`src/sct_regs.svh`:
```
// sct_regs.svh: timing counts for the conversion timing controller.
// assumes: included by bare name wherever the counts are needed.
`ifndef SCT_REGS_SVH
`define SCT_REGS_SVH

// =============================================================
// conversion clock counts
// =============================================================
`define SCT_ACQ_CCLKS   3   // least acquisition window, conv_clk periods
`define SCT_CONV_CCLKS  18  // conversion length, conv_clk periods
`define SCT_SCLK_DIV    2   // serial clock divided by this for conv_clk
`define SCT_OSC_DIV     1   // system clocks per internal oscillator tick

`endif

```
`src/sct_pkg.sv`:
```
// sct_pkg.sv: types shared by the conversion timing controller.
// assumes: nothing beyond a SystemVerilog compiler.
package sct_pkg;

    // =========================================================
    // phases and state record
    // =========================================================
    typedef enum logic [0:0]
    {
        SCT_SAMPLE  = 1'b0,
        SCT_CONVERT = 1'b1
    } sct_phase_t;

    typedef struct packed
    {
        sct_phase_t phase;
        logic [4:0] conv_cnt;   // conv_clk periods into the conversion
        logic [1:0] acq_cnt;    // conv_clk periods of acquisition seen
        logic       pending;    // start taken, waiting for the next edge with acquisition complete
        logic [7:0] osc_cnt;
        logic       sclk_prev;
        logic       sclk_half;  // divide-by-two phase of the serial clock
        logic       start_prev;
        logic       src_cfg;    // written setting: 1 = serial clock source
        logic       src_act;    // source in use for the current conversion
        logic       chan;
        logic       auto_prev;
        logic       done;
        logic       conv_clk;
    } sct_state_t;

endpackage

```
`src/sct_conv_timing.sv`:
```
// sct_conv_timing.sv: conversion timing and channel sequencing of a SAR
// converter core, one system clock.
// assumes: SCLK and CONVERT_START_N are synchronous to CLK and are
// sampled; serial clock edges arrive no faster than every other CLK.
//
// Operation
// - internal oscillator clocks conversions unless serial clock is selected.
// - serial clock source is divided by two to form conv_clk.
// - oscillator runs except in deep power-down or serial clock source.
// - at least three conv_clk periods of sampling precede each conversion.
// - conversion takes 18 conv_clks; host sets up start 20 ns early.
// - unsynchronised start begins one conv_clk later, 19 in total.
// - manual channel or automatic alternation 0, 1 on two-input variant.
// - input captured at start and isolated for the whole conversion.
// - start strobe freezes hold; conversion begins on next conv_clk edge once three sampling periods have passed.
// - auto trigger restarts three conv_clks after end, 21 per cycle.
`timescale 1ns/1ps
`include "sct_regs.svh"

module sct_conv_timing
#(
    parameter int OSC_DIV = `SCT_OSC_DIV
)
(
    input  wire logic CLK,
    input  wire logic RST_N,
    input  wire logic SCLK,
    input  wire logic CONVERT_START_N,
    input  wire logic CFG_WR,
    input  wire logic CFG_SRC_SCLK,
    input  wire logic AUTO_TRIGGER,
    input  wire logic AUTO_CHAN,
    input  wire logic MAN_CHAN,
    input  wire logic DEEP_PD,
    output logic      OSC_RUN,
    output logic      CONV_CLK,
    output logic      HOLD,
    output logic      CONVERTING,
    output logic      CONV_DONE,
    output logic      CHANNEL
);

    // =========================================================
    // elaboration checks
    // =========================================================
    if (OSC_DIV < 1 || OSC_DIV > 256)
    begin : g_bad_div
        $error("OSC_DIV must lie in 1..256");
    end

    localparam logic [7:0] OSC_LAST = 8'(OSC_DIV - 1);
    localparam logic [4:0] CONV_LAST = 5'(`SCT_CONV_CCLKS - 1);
    localparam logic [1:0] ACQ_LAST = 2'(`SCT_ACQ_CCLKS - 1);

    sct_pkg::sct_state_t s_reg;
    sct_pkg::sct_state_t s_next;

    logic osc_run;
    logic osc_tick;
    logic sclk_rise;
    logic tick;
    logic start_fall;
    logic begin_conv;
    logic conv_end;

    // =========================================================
    // conversion clock sources
    // =========================================================
    // oscillator stopped while the serial clock drives conversions
    assign osc_run   = !DEEP_PD && !s_reg.src_act;
    assign osc_tick  = osc_run && (s_reg.osc_cnt == OSC_LAST);
    assign sclk_rise = SCLK && !s_reg.sclk_prev;
    // every second serial clock rise is one conv_clk edge
    assign tick = s_reg.src_act ? (sclk_rise && s_reg.sclk_half)
                                : osc_tick;
    assign start_fall = !CONVERT_START_N && s_reg.start_prev;
    // a start landing on an edge is seen at the next edge instead
    assign begin_conv = tick && (s_reg.phase == sct_pkg::SCT_SAMPLE)
                      && (s_reg.acq_cnt == ACQ_LAST)
                      && (s_reg.pending || AUTO_TRIGGER)
                      && !DEEP_PD;
    // last conv_clk of a conversion, where sampling resumes
    assign conv_end = tick && (s_reg.phase == sct_pkg::SCT_CONVERT)
                    && (s_reg.conv_cnt == CONV_LAST);

    // =========================================================
    // next state
    // =========================================================
    always_comb
    begin
        s_next = s_reg;
        s_next.done = 1'b0;
        s_next.sclk_prev = SCLK;
        s_next.start_prev = CONVERT_START_N;
        if (sclk_rise && s_reg.src_act)
        begin
            s_next.sclk_half = !s_reg.sclk_half;
        end
        if (!osc_run || osc_tick)
        begin
            s_next.osc_cnt = 8'h00;
        end
        else
        begin
            s_next.osc_cnt = s_reg.osc_cnt + 8'h01;
        end
        if (tick)
        begin
            s_next.conv_clk = !s_reg.conv_clk;
        end
        if (CFG_WR)
        begin
            s_next.src_cfg = CFG_SRC_SCLK;
        end
        // source switches only between conversions, never mid-way
        if (s_reg.phase == sct_pkg::SCT_SAMPLE && !s_reg.pending)
        begin
            s_next.src_act = s_reg.src_cfg;
            if (s_reg.src_act != s_reg.src_cfg)
            begin
                s_next.sclk_half = 1'b0;
            end
        end
        // falling start edge freezes the sample, even on a conv_clk edge
        if (start_fall && s_reg.phase == sct_pkg::SCT_SAMPLE)
        begin
            s_next.pending = 1'b1;
        end
        if (DEEP_PD)
        begin
            // power-down aborts any conversion in flight
            s_next.phase = sct_pkg::SCT_SAMPLE;
            s_next.pending = 1'b0;
            s_next.acq_cnt = 2'h0;
            s_next.conv_cnt = 5'h00;
        end
        else if (begin_conv)
        begin
            s_next.phase = sct_pkg::SCT_CONVERT;
            s_next.pending = 1'b0;
            s_next.conv_cnt = 5'h00;
            s_next.auto_prev = AUTO_CHAN;
            if (!AUTO_CHAN)
            begin
                s_next.chan = MAN_CHAN;
            end
            else if (!s_reg.auto_prev)
            begin
                s_next.chan = 1'b0;
            end
            else
            begin
                s_next.chan = !s_reg.chan;
            end
        end
        else if (tick && s_reg.phase == sct_pkg::SCT_SAMPLE)
        begin
            if (s_reg.acq_cnt != ACQ_LAST)
            begin
                s_next.acq_cnt = s_reg.acq_cnt + 2'h1;
            end
        end
        else if (tick && s_reg.phase == sct_pkg::SCT_CONVERT)
        begin
            if (s_reg.conv_cnt == CONV_LAST)
            begin
                s_next.phase = sct_pkg::SCT_SAMPLE;
                s_next.acq_cnt = 2'h0;
                s_next.done = 1'b1;
            end
            else
            begin
                s_next.conv_cnt = s_reg.conv_cnt + 5'h01;
            end
        end
    end

    // =========================================================
    // state register
    // =========================================================
    always_ff @(posedge CLK or negedge RST_N)
    begin
        if (!RST_N)
        begin
            s_reg <= '{phase: sct_pkg::SCT_SAMPLE, start_prev: 1'b1,
                       default: '0};
        end
        else
        begin
            s_reg <= s_next;
        end
    end

    // =========================================================
    // outputs
    // =========================================================
    assign OSC_RUN    = osc_run;
    assign CONV_CLK   = s_reg.conv_clk;
    assign CONVERTING = (s_reg.phase == sct_pkg::SCT_CONVERT);
    // inputs stay isolated from the freeze until the conversion ends
    assign HOLD       = CONVERTING || s_reg.pending;
    assign CONV_DONE  = s_reg.done;
    assign CHANNEL    = s_reg.chan;

    // =========================================================
    // checking helpers
    // =========================================================
    logic [5:0] h_conv_ticks;
    logic [5:0] h_acq_ticks;
    logic       h_done_seen;

    always_ff @(posedge CLK or negedge RST_N)
    begin
        if (!RST_N)
        begin
            h_conv_ticks <= 6'h00;
            h_acq_ticks  <= 6'h00;
            h_done_seen  <= 1'b0;
        end
        else
        begin
            if (begin_conv)
            begin
                h_conv_ticks <= 6'h00;
            end
            else if (tick && CONVERTING)
            begin
                h_conv_ticks <= h_conv_ticks + 6'h01;
            end
            // restart on the end tick itself so no acquisition tick is lost
            if (conv_end || DEEP_PD)
            begin
                h_acq_ticks <= 6'h00;
                h_done_seen <= conv_end && !DEEP_PD;
            end
            else if (tick && !CONVERTING && h_acq_ticks != 6'h3f)
            begin
                h_acq_ticks <= h_acq_ticks + 6'h01;
            end
        end
    end

    // =========================================================
    // assertions
    // =========================================================
    a_osc_gating: assert property (@(posedge CLK) disable iff (!RST_N)
        (DEEP_PD || s_reg.src_act) |-> !OSC_RUN && !osc_tick)
        else $error("oscillator ticks while it must be stopped");

    a_sclk_halving: assert property (@(posedge CLK) disable iff (!RST_N)
        (tick && s_reg.src_act) |-> sclk_rise && s_reg.sclk_half
            ##1 !s_reg.sclk_half)
        else $error("serial clock conv_clk edge not on every second rise");

    a_conv_length: assert property (@(posedge CLK) disable iff (!RST_N)
        $fell(CONVERTING) && !$past(DEEP_PD) |-> h_conv_ticks == 6'd18)
        else $error("conversion not 18 conv_clk periods long");

    a_acq_window: assert property (@(posedge CLK) disable iff (!RST_N)
        (begin_conv && h_done_seen) |-> h_acq_ticks >= 6'd2
            ##1 CONVERTING)
        else $error("conversion began before the sampling window");

    a_hold_isolate: assert property (@(posedge CLK) disable iff (!RST_N)
        (HOLD && !DEEP_PD && !conv_end) |=> HOLD)
        else $error("inputs not isolated during conversion");

    a_start_edge: assert property (@(posedge CLK) disable iff (!RST_N)
        (start_fall && !CONVERTING && !s_reg.pending && !DEEP_PD)
            |=> HOLD)
        else $error("start strobe did not freeze the sample");

    a_auto_restart: assert property (@(posedge CLK) disable iff (!RST_N)
        (tick && !CONVERTING && AUTO_TRIGGER && !DEEP_PD
            && h_acq_ticks == 6'd2) |=> CONVERTING)
        else $error("auto trigger restart not three conv_clks after end");

    a_chan_alternate: assert property (@(posedge CLK) disable iff (!RST_N)
        (begin_conv && AUTO_CHAN && s_reg.auto_prev)
            |=> CHANNEL != $past(CHANNEL))
        else $error("automatic channel did not alternate");

    a_src_latched: assert property (@(posedge CLK) disable iff (!RST_N)
        CONVERTING && $past(CONVERTING) |-> $stable(s_reg.src_act))
        else $error("clock source changed inside a conversion");

endmodule

```
`config.mk`:
```
export PLATFORM = sky130hd
export DESIGN_NAME = sct_conv_timing
export DESIGN_NICKNAME = d
export VERILOG_FILES = /design/src/sct_pkg.sv /design/src/sct_conv_timing.sv
export VERILOG_INCLUDE_DIRS = /design/src
export SDC_FILE = /design/constraint.sdc
export NUM_CORES = 1
export LEC_CHECK = 0
export BUFFER_PORTS_ARGS = -buffer_cell sky130_fd_sc_hd__buf_4
export CORE_UTILIZATION = 45
export CTS_CLUSTER_SIZE = 20
export DETAILED_ROUTE_END_ITERATION = 16
export PLACE_DENSITY = 0.61
export SLEW_MARGIN = 5
export SYNTH_ARGS = -nofsm -noshare
export SYNTH_HDL_FRONTEND = slang
export SYNTH_SLANG_ARGS = --single-unit
```
`constraint.sdc`:
```
create_clock -name CLK -period 3.7 [get_ports CLK]
set_clock_uncertainty 0.05 [all_clocks]
set_input_delay 0.555 -clock CLK [delete_from_list [all_inputs] [get_ports CLK]]
set_output_delay 0.555 -clock CLK [all_outputs]
set_load 0.02 [all_outputs]
```
# After elaboration in Yosys (flattened, before gate mapping)
# Index checks and enable logic that the tools add are counted.
[op_classes]
add_sub_neg = 3
eq_ne = 8
n_mux = 24
n_reduce_logical = 35
n_bitwise = 2
[ops]
columns = ["operator", "count"]
rows = [
  ["$mux 8", 2],
  ["$reduce_bool 3->1", 5],
  ["$mux 1", 14],
  ["$logic_and 1x1->1", 13],
  ["$mux 6", 2],
  ["$logic_not 1->1", 9],
  ["$mux 9", 1],
  ["$add 8x1->8 const B", 1],
  ["$logic_not 8->1", 1],
  ["$mux 2", 4],
  ["$ne 3x3->1 const B", 2],
  ["$reduce_and 3->1", 2],
  ["$add 5x1->5 const B", 1],
  ["$eq 5x5->1 const B", 1],
  ["$mux 5", 1],
  ["$ne 2x2->1 const B", 2],
  ["$reduce_and 4->1", 1],
  ["$logic_or 1x1->1", 3],
  ["$ne 3x2->1 const B", 1],
  ["$add 2x1->2 const B", 1],
  ["$eq 2x2->1 const B", 1],
  ["$not 1->1", 2],
  ["$reduce_and 2->1", 1],
  ["$ne 1x1->1", 1],
]
[totals]
regBits = 26

# Logic depth before layout (Yosys ltp)
# Gate-level depths: netlist (run 1).
[logic_depth]
word_depth = 10
mapped_depth = 7
mapped_depth_nobuf = 6

# Worst setup path before layout (run 1)
# OpenSTA, ideal clock, no wires.
[synth_timing]
kind = "input -> register"
from = "input DEEP_PD"
to = "register s_reg[20] (netlist bit)"
cell_stages = 6
t_arrival_ns = 1.906
setup_slack_ns = 1.667
required_time_ns = 3.572
n_path_buf = 2
setup_time_ns = 0.078
path_cell_list = "buf_2 -> nor2_1 -> a31oi_2 -> buf_6 -> or3_1 -> a21oi_1"
[synth_via]
elab_chain_len = 10
word_cells_on_any_way = 15
[synth_lines]
columns = ["element", "line_no", "source"]
rows = [
  ["from (decl)", "sct_conv_timing.sv:34", "input wire logic DEEP_PD,"],
  ["$logic_not 1->1 (*)", "-", ""],
  ["$logic_and 1x1->1 (*)", "sct_conv_timing.sv:70", "assign osc_run = !DEEP_PD && !s_reg.src_act;"],
  ["named net OSC_RUN", "sct_conv_timing.sv:35", "output logic OSC_RUN,"],
  ["$logic_and 1x1->1 (*)", "sct_conv_timing.sv:71", "assign osc_tick = osc_run && (s_reg.osc_cnt == OSC_LAST);"],
  ["$mux 1 (*)", "sct_conv_timing.sv:74", "assign tick = s_reg.src_act ? (sclk_rise && s_reg.sclk_half)"],
  ["$logic_and 1x1->1", "sct_conv_timing.sv:78, sct_conv_timing.sv:156", ""],
  ["$logic_and 1x1->1", "sct_conv_timing.sv:79", "&& (s_reg.acq_cnt == ACQ_LAST)"],
  ["$logic_and 1x1->1", "sct_conv_timing.sv:80", "&& (s_reg.pending || AUTO_TRIGGER)"],
  ["$logic_and 1x1->1", "sct_conv_timing.sv:81", "&& !DEEP_PD;"],
  ["$ne 3x3->1 (no line) (tied with other cells)", "-", ""],
  ["$reduce_and 3->1 (no line) / $mux 9 (equally long branches)", "-", ""],
  ["to (signal assigned)", "sct_conv_timing.sv:185", "s_reg <= '{phase: sct_pkg::SCT_SAMPLE, start_prev: 1'b1,"],
  ["to (signal assigned)", "sct_conv_timing.sv:190", "s_reg <= s_next;"],
  ["to (decl)", "sct_conv_timing.sv:55", "sct_pkg::sct_state_t s_reg;"],
]
# Mark *: on every way through the listed nets, which the timed path passes. The rest lies on a longest branch.
# A chain may end at the register's enable or synchronous reset.

# Worst setup path in the final report (run 1)
[layout_timing]
from = "register s_reg, in the netlist CONVERTING"
to = "output HOLD"
[layout_via]
elab_chain_len = 1
[layout_lines]
columns = ["element", "line_no", "source"]
rows = [
  ["$logic_or 1x1->1", "sct_conv_timing.sv:201", "assign HOLD = CONVERTING || s_reg.pending;"],
  ["to (decl)", "sct_conv_timing.sv:37", "output logic HOLD,"],
]
# Every way passes these cells.

==> reports/results.txt, run 1 <==
The number of nets in the layout was 158; the number of buffers created by CTS was 3. The biggest area contributor in the post-synthesis netlist is sky130_fd_sc_hd__dfrtp_1. The number of synthesized flops with an enable pin came out at 0. Entering global routing, the biggest net connects 27 pins. The tools report the total global routing overflow as 0. The flip-flop count of the largest register after layout is 22, and the slack of the worst reg-to-reg path is 1.77 ns.

The repair_antennas step left the layout with diodes totalling 0. For this block, the via count after detailed routing is 929. The floorplan has 19 rows.

The tools report the number of antenna violations at the first check in global routing as 0. The logs give 0.663 nW for the leakage power figure and 1.79 mm for the detailed placer's ending HPWL. Synthesis handed over a netlist of 126 instances. The number of clock sinks was 26. The tools report the synthesized net count as 141. The tools report the maximum clock rate as 505 MHz. Cell count of the worst reg-to-reg path: 6. Setup violations remaining at the end of the flow were counted as 0. The tools report the sequential-to-total area share from yosys stat as 49.6%. The fraction of final layout cells sized beyond drive strength 1 was 20.4%. The most frequently used flop master after synthesis is sky130_fd_sc_hd__dfrtp_1. The first-pass GRT wire length is 4.28 mm. In this run the cell area of the synthesized design comes to 1310 um2.

The worst setup path is captured at a primary output. The run gives 0 as the number of max-capacitance violations reported. Footprint of the multi-input gates: 602 um2.

The kind of start point of the critical path was a flip-flop. The path class of the tightest hold or removal check is in -> async. The run gives 3140 um2 as the area of the die. TritonCTS built the clock tree.

In this run switching power makes up 30.6% of total power. Measured along the x axis, the die boundary spans 56.0 um. In this run the tool buffered the top-level ports with 15 buffer cells. The worst setup path category was reg -> out.

IR analysis of the VDD net gives a maximum drop of 0.241 mV. Power per unit of standard cell area: 431 nW/um2. The layout has 272 filler cells. Worst-margin pin slew: 0.527 ns. Setup repair after global routing left no endpoint under its margin.

From synthesis to final layout, the design area changed by 12.0%. For the post-detailed-routing wire length, the log shows 2.44 mm. After the first detailed-routing iteration, the DRC count stood at 18.

The final critical-path required period is 1.98 ns. The minimum hold slack is 0.0611 ns, and the number of top-level pins is 16. For the sum of negative setup slack, the log shows 0 ns. For this configuration, the core starts out at a cell density of 47.6%.

For the worst-case clock buffer depth, the log shows 2. The required time of the worst setup path came out at 3.09 ns. Share of power burned in registers: 54.0%. Data on the critical path arrives at its endpoint at 1.38 ns.

Top-area cell type share of the netlist area: 47.6%. In the finished design, the share of the clock period the worst path needs comes to 53.5%. The logs give 0 for the number of warnings reported in the yosys synthesis log and 0 for the post-CTS resize count. The tools report the start of the worst register-to-register path as s_reg[9]$_DFF_PN0_.

Count of H-tree levels built during CTS: 1. The number of iterations in the first detailed-routing pass is 4, and the tightest slew margin relative to the limit is 64.8%. The average instance in the mapped netlist occupies 10.4 um2. The core region is 2760 um2. The final weighted congestion in routability-driven placement is 0.754. Internal power comes to 0.440 mW. The run gives 1,028 as the number of global-route vias before repair.

The combinational fraction of design power came out at 23.5%. For this run, the total global-route usage over all layers was measured as 17.3%. The die outline height works out to 56.0 um. In this run the worst path has a maximum fanout of 12. After detailed routing, the number of remaining DRC violations is 0.

Synthesis inferred 26 register bits. The tools report the reg-to-reg endpoint as CHANNEL$_DFFE_PN0P_. For the number of different library cells in the post-synthesis netlist, the log shows 38.

The run finished with clean final reports. Of the total power, the clock network draws 22.5%. The detail route stage leaves a number of antenna-violating nets equal to 0.

After clock tree synthesis, the clock-pin slew on the worst setup and hold paths is 0.14 ns. The clock insertion delay at the later pin of the skew report is 0.32 ns. Total count of max-transition violations in the final report: 0. The tree is rooted in a sky130_fd_sc_hd__clkbuf_4.

Summed over all nets, the switching power comes to 0.194 mW. Across the whole layout, storage elements account for 652 um2. The quantity of hold-fixing buffers added after cts was 0. In the synthesized netlist the async set-or-reset flop fraction comes to 100%. The detail-routed net length per standard cell came out at 14.1 um. After synthesis, the cell types taking the most area are sky130_fd_sc_hd__dfrtp_1 48%, sky130_fd_sc_hd__ha_1 4.8%, sky130_fd_sc_hd__nor2_1 4.0%, sky130_fd_sc_hd__a21oi_1 3.8%, sky130_fd_sc_hd__o21ai_0 3.8%.

Number of failing hold endpoints at the final stage: 0. The number of buffers inserted by post-CTS setup repair was 0. The average via count per standard cell was 5.37.
worst max-delay path by stage:
stage / start / to / slack, ns / cells past startpoint
4_1_cts: CONVERTING$_DFFE_PN0P_ / HOLD / 1.71 / 3
3_3_place_gp: DEEP_PD / s_reg[21]$_DFFE_PN0P_ / 1.78 / 5
2_1_floorplan: DEEP_PD / s_reg[20]$_DFFE_PN0P_ / 1.67 / 6
3_5_place_dp: DEEP_PD / s_reg[21]$_DFFE_PN0P_ / 1.75 / 5
5_1_grt: s_reg[9]$_DFF_PN0_ / s_reg[2]$_DFFE_PN0P_ / 1.63 / 6
6_report: CONVERTING$_DFFE_PN0P_ / HOLD / 1.72 / 3
cells in the mapped netlist (all sizes together), types with 4 or more instances:
| master | number |
|---|---|
| a21oi | 10 |
| xor2 | 4 |
| dfrtp | 25 |
| o21ai | 10 |
| nand2 | 8 |
| or3 | 5 |
| nor2 | 14 |
| ha | 5 |
| inv | 8 |
per-stage QoR:
step	util [%]	worst slack (ns)	cell area, um2	std cells	power, mW
finish	53.4	1.72	1470	173	0.634
global route	53.4	1.63	1470	173	0.675
floorplan	-	1.67	1310	126	0.445
detailed placement	52.0	1.75	1440	169	0.499
CTS	53.4	1.71	1470	173	0.644
global placement	52.0	1.78	1440	169	0.491
cells in the final DEF (no fill, tap or decap), drive strengths merged:
cell type / instances
inv: 8
nand2: 8
o32ai: 1
mux2: 3
o211ai: 1
nor4: 2
or4bb: 1
nand3: 2
a211oi: 1
nor4bb: 1
nand4: 3
nor2: 14
nor3: 2
dfrtp: 25
o21ai: 10
buf: 15
dfstp: 1
a31oi: 2
ha: 5
nor2b: 1
or2: 1
or3: 5
clkbuf: 4
or4: 1
xor2: 4
a21oi: 10
xnor2: 3
and3: 3
o21bai: 1
and2: 1
nor3b: 1
nand3b: 1
and4b: 1
layer usage:
metal	GRT usage, %	part of all wire [%]	up-vias
li1	-	-	474
met1	20.3	47	445
met2	30.8	50	8
met3	2.33	1.9	2
met4	8.36	0.74	0
met5	0	0	-
power groups by stage:
stage	clock network, mW	logic [mW]	registers, mW
finish	0.143	0.149	0.342
global route	0.160	0.168	0.348
CTS	0.150	0.151	0.342
detailed placement	0	0.151	0.348
global placement	0	0.145	0.346
floorplan	0	0.0915	0.353
cell families after synthesis:
logic type               Yosys count  synth area share, %
AND/OR/NAND/NOR                   48                 21.6
flip-flops                        26                 49.6
XOR/XNOR                           7                 4.67
buffers and inverters             11                 4.57
adder cells (fa/ha/maj)            5                 4.76
multiplexers                       3                 2.57
AO/OA/AOI/OAI                     26                 12.2
worst max-delay path, stage by stage, from the launching register on:
cell and delay [ns]:
sky130_fd_sc_hd__dfrtp_1 0.53, sky130_fd_sc_hd__nor2_1 0.28, sky130_fd_sc_hd__inv_1 0.10, sky130_fd_sc_hd__buf_4 0.17
area by class of cell:
cell class / count / share of cell area [%]
repair buffers: 15 / 7.65
well taps: 31 / 2.64
flip-flops and latches: 26 / 44.3
clock buffers: 4 / 2.47
multi-input cells: 89 / 40.9
inverters: 8 / 2.04
Note: power is estimated with default switching activity, not from simulation.
==> run 2: changes to the inputs <==
==> constraint.sdc (replaced) <==
create_clock -name CLK -period 2 [get_ports CLK]
set_clock_uncertainty 0.05 [all_clocks]
set_input_delay 0.3 -clock CLK [delete_from_list [all_inputs] [get_ports CLK]]
set_output_delay 0.3 -clock CLK [all_outputs]
set_load 0.02 [all_outputs]
==> reports/results.txt, run 2 (same netlist as run 1, synthesis figures left out) <==
The run gives 174 (was 173) as the post-layout instance count excluding filler cells. For the first-pass GRT wire length, the log shows 4.04 mm (was 4.28 mm). The leakage power figure came out at 0.668 nW (was 0.663 nW). The final critical-path required period came out at 1.86 ns.

Based on the critical path, the design can be clocked at up to 537 MHz. For the number of iterations in the first detailed-routing pass, the log shows 2 (was 4). Type of element capturing the critical path: a flip-flop (was a primary output).

The sum of negative setup slack came out at 0 ns (unchanged). The count of buffering cells on the critical path with inverters included came out at 1 (was 2). Minimum setup slack after placement: 0.134 ns (was 1.75 ns). The slowest library cell on the worst path is sky130_fd_sc_hd__dfrtp_1 (unchanged). The number of top-level pins is 16 (unchanged). The tools report the number of buffers created by CTS as 3 (unchanged).

The fraction of final layout cells sized beyond drive strength 1 was 20.3% (was 20.4%). The detail-routed net length per standard cell was 13.2 um (was 14.1 um). The flow ran to the end, and the final reports show no timing, DRC or antenna violations. The final core utilization is 53.7% (was 53.4%), and the number of placed cells counting well taps is 169 (unchanged). The tools report the number of setup violations in the final report as 0 (unchanged). The tools report the reg-to-reg endpoint as CHANNEL$_DFFE_PN0P_ (unchanged).

Quantity of hold-fixing buffers added after cts: 1 (was 0). Worst path arrival time: 2.03 ns (was 1.38 ns). The number of buffer cells added on primary ports is 15 (unchanged). The die width is 56.0 um (unchanged), and the total global routing overflow is 0 (unchanged).

The final weighted congestion in routability-driven placement is 0.726 (was 0.754). Highest cell delay on the worst timing path: 0.43 ns (was 0.53 ns). Worst-margin pin slew: 0.502 ns (was 0.527 ns).

The slack of the worst reg-to-reg path is 0.14 ns (was 1.77 ns). Count of H-tree levels built during CTS: 1 (unchanged). The filler cell count was 243 (was 272). The maximum fanout count along the critical path came out at 8 (was 12). The kind of path behind the tightest hold check is in -> reg (was in -> async). Starting utilization of the core area: 47.6% (unchanged). The placeable core region was 2760 um2 (unchanged).

Register area: 652 um2 (unchanged). The clock root buffer was sky130_fd_sc_hd__clkbuf_4 (unchanged). Average via count per standard cell: 5.44 (was 5.37). The footprint of the multi-input gates is 602 um2 (unchanged), and the worst-case clock buffer depth is 2 (unchanged). Die outline height: 56.0 um (unchanged).

The startpoint of the most critical hold path is CONVERT_START_N. The residual DRC count is 0 (unchanged). The tightest slew margin relative to the limit was 66.5% (was 64.8%).

The clock insertion delay at the later pin of the skew report came out at 0.32 ns (about the same). The relative area change from synthesis to final layout is 12.8% (was 12.0%), and the part of the cycle the worst path needs is 93.2%. The run gives 0 (unchanged) as the total count of max-transition violations in the final report. The logs give 947 (was 929) for the vias after detailed routing and 0 (unchanged) for the number of max-capacitance violations reported. Number of antenna violations at the first check in global routing: 0 (unchanged).

Kind of cell adding the most delay to the critical path: simple AND/OR/NAND/NOR gates (was flip-flops). The pin count of the biggest net entering global routing was 27 (unchanged); the number of nets in the layout was 159 (was 158). The cell count of the worst reg-to-reg path is 6 (unchanged).

The logs give 0.0323 ns (was 0.0611 ns) for the minimum hold slack and 19 (unchanged) for the placement row count. The power per unit of standard cell area was 790 nW/um2 (was 431 nW/um2); the flip-flop count of the largest register after layout was 22 (unchanged). Commonest cells after routing, fill and taps aside: 25 x sky130_fd_sc_hd__dfrtp_1, 15 x sky130_fd_sc_hd__buf_4, 14 x sky130_fd_sc_hd__nor2_1 (unchanged). The post-detailed-placement cell area came out at 1440 um2 (unchanged). Setup repair after global routing left no endpoint under its margin.

TritonCTS built the clock tree. The required time of the worst setup path is 2.17 ns (was 3.09 ns), and the detailed placer's ending HPWL is 1.65 mm (was 1.79 mm). The number of antenna repair diodes was 0 (unchanged). The number of clock sinks is 26 (unchanged).

The logs give 3140 um2 (unchanged) for the area of the die and 1480 um2 (was 1470 um2) for the final design instance area without fill. The tools report the start of the worst register-to-register path as s_reg[9]$_DFF_PN0_ (unchanged). Hold path depth: 1. The number of global-route vias before repair is 920 (was 1,028). The tools report the number of nets with antenna violations after detailed routing as 0 (unchanged).

Kind of start point of the critical path: a flip-flop (unchanged). Capture endpoint of the worst hold path: s_reg[6]$_DFF_PN1_. The detailed router's first-iteration violation count is 18 (unchanged), and the number of failing hold endpoints at the final stage is 0 (unchanged).

The largest voltage drop on the vdd net came out at 0.484 mV (was 0.241 mV). The tools report the slack of the critical path as 0.136 ns (was 1.72 ns). Cells traversed along the worst timing path: inv_1 > ha_1 > nor3b_2 > a31oi_2 > nor3_2 > mux2_1 (was nor2_1 > inv_1 > buf_4). The worst setup path category was reg -> reg (was reg -> out).

Global-route usage over all layers: 16.4% (was 17.3%). The logs give 0 (unchanged) for the number of buffers inserted by post-CTS setup repair and 0 (unchanged) for the post-CTS resize count. The power after layout is 1.17 mW (was 0.634 mW), and the post-detailed-routing wire length is 2.29 mm (was 2.44 mm). The clock slew at the register clock pins of the worst setup and hold paths was 0.14 ns (about the same). Most common cell after layout, fill and taps aside: sky130_fd_sc_hd__dfrtp_1 (unchanged).
-- run 2: worst max path at each step --
stage | start | slack, ns | end | depth (start not counted)
global route | s_reg[9]$_DFF_PN0_ | 0.01 | s_reg[2]$_DFFE_PN0P_ | 6
floorplan | DEEP_PD | 0.22 | s_reg[20]$_DFFE_PN0P_ | 6
global placement | s_reg[9]$_DFF_PN0_ | 0.21 | CHANNEL$_DFFE_PN0P_ | 6
finish | s_reg[9]$_DFF_PN0_ | 0.14 | CHANNEL$_DFFE_PN0P_ | 6
CTS | s_reg[9]$_DFF_PN0_ | 0.11 | CHANNEL$_DFFE_PN0P_ | 6
detailed placement | s_reg[9]$_DFF_PN0_ | 0.13 | CHANNEL$_DFFE_PN0P_ | 6
-- run 2: routing by layer --
layer | track usage (%) | vias up | routed length [um] | part of all wire [%]
met4 | 7.32 | 0 | 18 | 0.79
met1 | 21.6 | 458 | 1110 | 48
met2 | 26.7 | 8 | 1120 | 49
met5 | 0 | - | 0 | 0
li1 | - | 479 | - | -
met3 | 2.33 | 2 | 46 | 2.0
-- run 2: where the power goes --
part	switching (mW)	internal [mW]	leakage, nW	total (mW)
clock	0.154	0.111	0.0210	0.265
combinational	0.154	0.119	0.300	0.273
sequential	0.0470	0.585	0.347	0.632
-- run 2: layout make-up --
type | instances | area share (%)
Sequential cell | 26 | 44.0
Multi-Input combinational cell | 89 | 40.6
Timing Repair Buffer | 16 | 8.28
Tap cell | 31 | 2.62
Clock buffer | 4 | 2.45
Inverter | 8 | 2.03
-- run 2: worst reg2reg max path: cells and delay by family (launching register included) --
| kind | cells | cell delay [ns] |
|---|---|---|
| mux | 1 | 0.35 |
| fa+ha+maj | 1 | 0.13 |
| compound gates | 1 | 0.23 |
| flops | 1 | 0.43 |
| buf+inv | 1 | 0.06 |
| simple gates | 2 | 0.52 |
==> run 3: changes to the inputs <==
--- a/config.mk
+++ b/config.mk
@@ -6,11 +6,12 @@
 export SDC_FILE = /design/constraint.sdc
 export NUM_CORES = 1
 export LEC_CHECK = 0
+export ABC_CLOCK_PERIOD_IN_PS = 2000
 export BUFFER_PORTS_ARGS = -buffer_cell sky130_fd_sc_hd__buf_4
-export CORE_UTILIZATION = 45
+export CORE_UTILIZATION = 56
 export CTS_CLUSTER_SIZE = 20
 export DETAILED_ROUTE_END_ITERATION = 16
-export PLACE_DENSITY = 0.61
+export PLACE_DENSITY = 0.74
 export SLEW_MARGIN = 5
 export SYNTH_ARGS = -nofsm -noshare
 export SYNTH_HDL_FRONTEND = slang
==> reports/results.txt, run 3 (same netlist as run 1, synthesis figures left out) <==
The number of setup violations in the final report came out at 0 (unchanged). The cell count of the worst reg-to-reg path works out to 6 (unchanged). For the number of clock sinks, the log shows 26 (unchanged).

The clock root buffer was sky130_fd_sc_hd__clkbuf_4 (unchanged). The tools report the cell internal power dissipation as 0.909 mW (was 0.816 mW). Worst setup path category: reg -> reg (unchanged). The share of power burned in registers came out at 49.5% (was 54.0%). The power per unit of standard cell area is 857 nW/um2 (was 790 nW/um2).

The highest cell delay on the worst timing path came out at 0.43 ns (about the same). The global-route usage over all layers was 21.8% (was 16.4%). The tools report the starting utilization of the core area as 59.4% (was 47.6%). The logs give 0.33 ns (was 0.32 ns) for the clock insertion delay at the later pin of the skew report and 2.35 mm (was 2.29 mm) for the post-detailed-routing wire length. Cells traversed along the worst timing path: inv_1 > ha_1 > nor3b_2 > a31oi_2 > nor3_2 > mux2_1 (unchanged). The die width was 50.4 um (was 56.0 um); the number of iterations in the first detailed-routing pass was 4 (was 2).

The tools report the placeable core region as 2210 um2 (was 2760 um2). The number of nets in the layout was 159 (unchanged); the combinational fraction of design power was 22.0% (was 23.3%). The run gives 0 (unchanged) as the number of antenna repair diodes. Commonest cells after routing, fill and taps aside: 25 x sky130_fd_sc_hd__dfrtp_1, 15 x sky130_fd_sc_hd__buf_4, 14 x sky130_fd_sc_hd__nor2_1 (unchanged).

The maximum clock rate was 538 MHz (was 537 MHz). The kind of cell adding the most delay to the critical path was simple AND/OR/NAND/NOR gates (unchanged). The placement row count is 17 (was 19), and the tightest slew margin relative to the limit is 65.6% (was 66.5%).

Portion of total power attributed to the clock network: 28.5% (was 22.7%). Number of buffers inserted by post-CTS setup repair: 0 (unchanged). The relative area change from synthesis to final layout is 13.7% (was 12.8%), and the number of global-route vias before repair is 973 (was 920).

The run gives 0 (unchanged) as the residual DRC count. Leakage power figure: 0.675 nW (was 0.668 nW). The run gives 0.0257 ns (was 0.0323 ns) as the minimum hold slack. The first-pass GRT wire length was 4.07 mm (was 4.04 mm). The count of buffering cells on the critical path with inverters included came out at 1 (unchanged).

The switching fraction of total power works out to 29.0% (was 30.4%). The number of gates on the worst path with buffers counted is 6 (unchanged). The count of H-tree levels built during CTS came out at 1 (unchanged). The run gives 2540 um2 (was 3140 um2) as the area of the die. The total count of max-transition violations in the final report was 0 (unchanged). The flow ran to the end, and the final reports show no timing, DRC or antenna violations. The detailed router's first-iteration violation count is 12 (was 18). The average via count per standard cell is 5.58 (was 5.44). The detail-routed net length per standard cell is 13.7 um (was 13.2 um). The power after layout was 1.28 mW (was 1.17 mW); the pin count of the biggest net entering global routing was 27 (unchanged).

The tools report the post-layout instance count excluding filler cells as 171 (was 174). The sum of negative setup slack is 0 ns (unchanged). The maximum fanout count along the critical path came out at 8 (unchanged). The hold path depth was 1 (unchanged). The worst-case clock buffer depth was 2 (unchanged); the required time of the worst setup path was 2.18 ns (was 2.17 ns). TritonCTS built the clock tree. The number of antenna violations at the first check in global routing was 0 (unchanged); the number of placed cells counting well taps was 166 (was 169). The kind of start point of the critical path is a flip-flop (unchanged).

The type of element capturing the critical path was a flip-flop (unchanged). The part of the cycle the worst path needs came out at 93.0% (was 93.2%). Number of buffer cells added on primary ports: 15 (unchanged).

The final weighted congestion in routability-driven placement was 0.787 (was 0.726). The fraction of final layout cells sized beyond drive strength 1 was 20.3% (unchanged). The kind of path behind the tightest hold check was in -> reg (unchanged). The tools report the number of failing hold endpoints at the final stage as 0 (unchanged). Setup repair after global routing left no endpoint under its margin.

Number of nets with antenna violations after detailed routing: 0 (unchanged). The logs give 0.140 ns (was 0.136 ns) for the slack of the critical path and 2.04 ns (was 2.03 ns) for the worst path arrival time. The final critical-path required period works out to 1.86 ns (about the same). The slack of the worst reg-to-reg path was 0.14 ns (about the same). Most common cell after layout, fill and taps aside: sky130_fd_sc_hd__dfrtp_1 (unchanged). Largest voltage drop on the vdd net: 0.621 mV (was 0.484 mV). The vias after detailed routing is 955 (was 947).

The slowest library cell on the worst path is sky130_fd_sc_hd__dfrtp_1 (unchanged). The detailed placer's ending HPWL was 1.66 mm (was 1.65 mm). The flip-flop count of the largest register after layout was 22 (unchanged). The worst-margin pin slew works out to 0.514 ns (was 0.502 ns). The clock slew at the register clock pins of the worst setup and hold paths is 0.15 ns (was 0.14 ns), and the die outline height is 50.4 um (was 56.0 um). The logs give 0 (unchanged) for the total global routing overflow and 16 (unchanged) for the number of top-level pins. The tools report the number of buffers created by CTS as 3 (unchanged). The logs give 0.135 ns (was 0.134 ns) for the minimum setup slack after placement and 0.371 mW (was 0.355 mW) for the net switching power figure.

The number of max-capacitance violations reported came out at 0 (unchanged).
run 3: cell types whose count changed in the layout (fill, tap and decap cells not counted):
cell	previous run	this run
sky130_fd_sc_hd__clkbuf_8	1	0
sky130_fd_sc_hd__bufinv_16	0	1
run 3: layout make-up:
cell class | instances | area (um2)
fillers | 192 | 718
inverters | 8 | 30.0
repair buffers | 16 | 123
multi-input cells | 89 | 602
well taps | 28 | 35.0
clock buffers | 3 | 22.5
flip-flops and latches | 26 | 652
clock inverters | 1 | 30.0
run 3: final timing paths:
kind / startpoint / end
worst max-delay path: s_reg[9]$_DFF_PN0_ / s_reg[2]$_DFFE_PN0P_
worst min-delay path: CONVERT_START_N / s_reg[6]$_DFF_PN1_
worst max register to register: s_reg[9]$_DFF_PN0_ / s_reg[2]$_DFFE_PN0P_
worst min register to register: CONV_CLK$_DFFE_PN0N_ / CONV_CLK$_DFFE_PN0N_
max in group asynchronous: RST_N / s_reg[6]$_DFF_PN1_
min in group asynchronous: RST_N / s_reg[8]$_DFF_PN0_
run 3: layer usage:
layer / part of all wire [%] / vias up / track usage, %
met2: 48 / 13 / 37.1
li1: - / 472 / -
met4: 2.2 / 0 / 11.1
met1: 47 / 465 / 26.4
met3: 2.3 / 5 / 3.64
met5: 0 / - / 0
run 3: repair_timing:
| item | 4_1_cts | 5_1_grt |
|---|---|---|
| resized for setup | 0 | 0 |
| endpoints found under the hold margin | 25 | 0 |
| hold buffers | 1 | 0 |
run 3: power by group through the flow:
stage                     Clock (mW)  Combinational, mW  Sequential (mW)
final                          0.365              0.282            0.633
after global routing           0.394              0.312            0.642
after CTS                      0.375              0.282            0.633
after detailed placement           0              0.280            0.644
after global placement             0              0.267            0.639
after floorplan                    0              0.169            0.653
run 3: metrics by stage:
stage,area (um2),util (%)
after floorplan,1310,-
after global placement,1430,64.7
after detailed placement,1430,64.7
after CTS,1490,67.5
after global routing,1490,67.5
final,1490,67.5
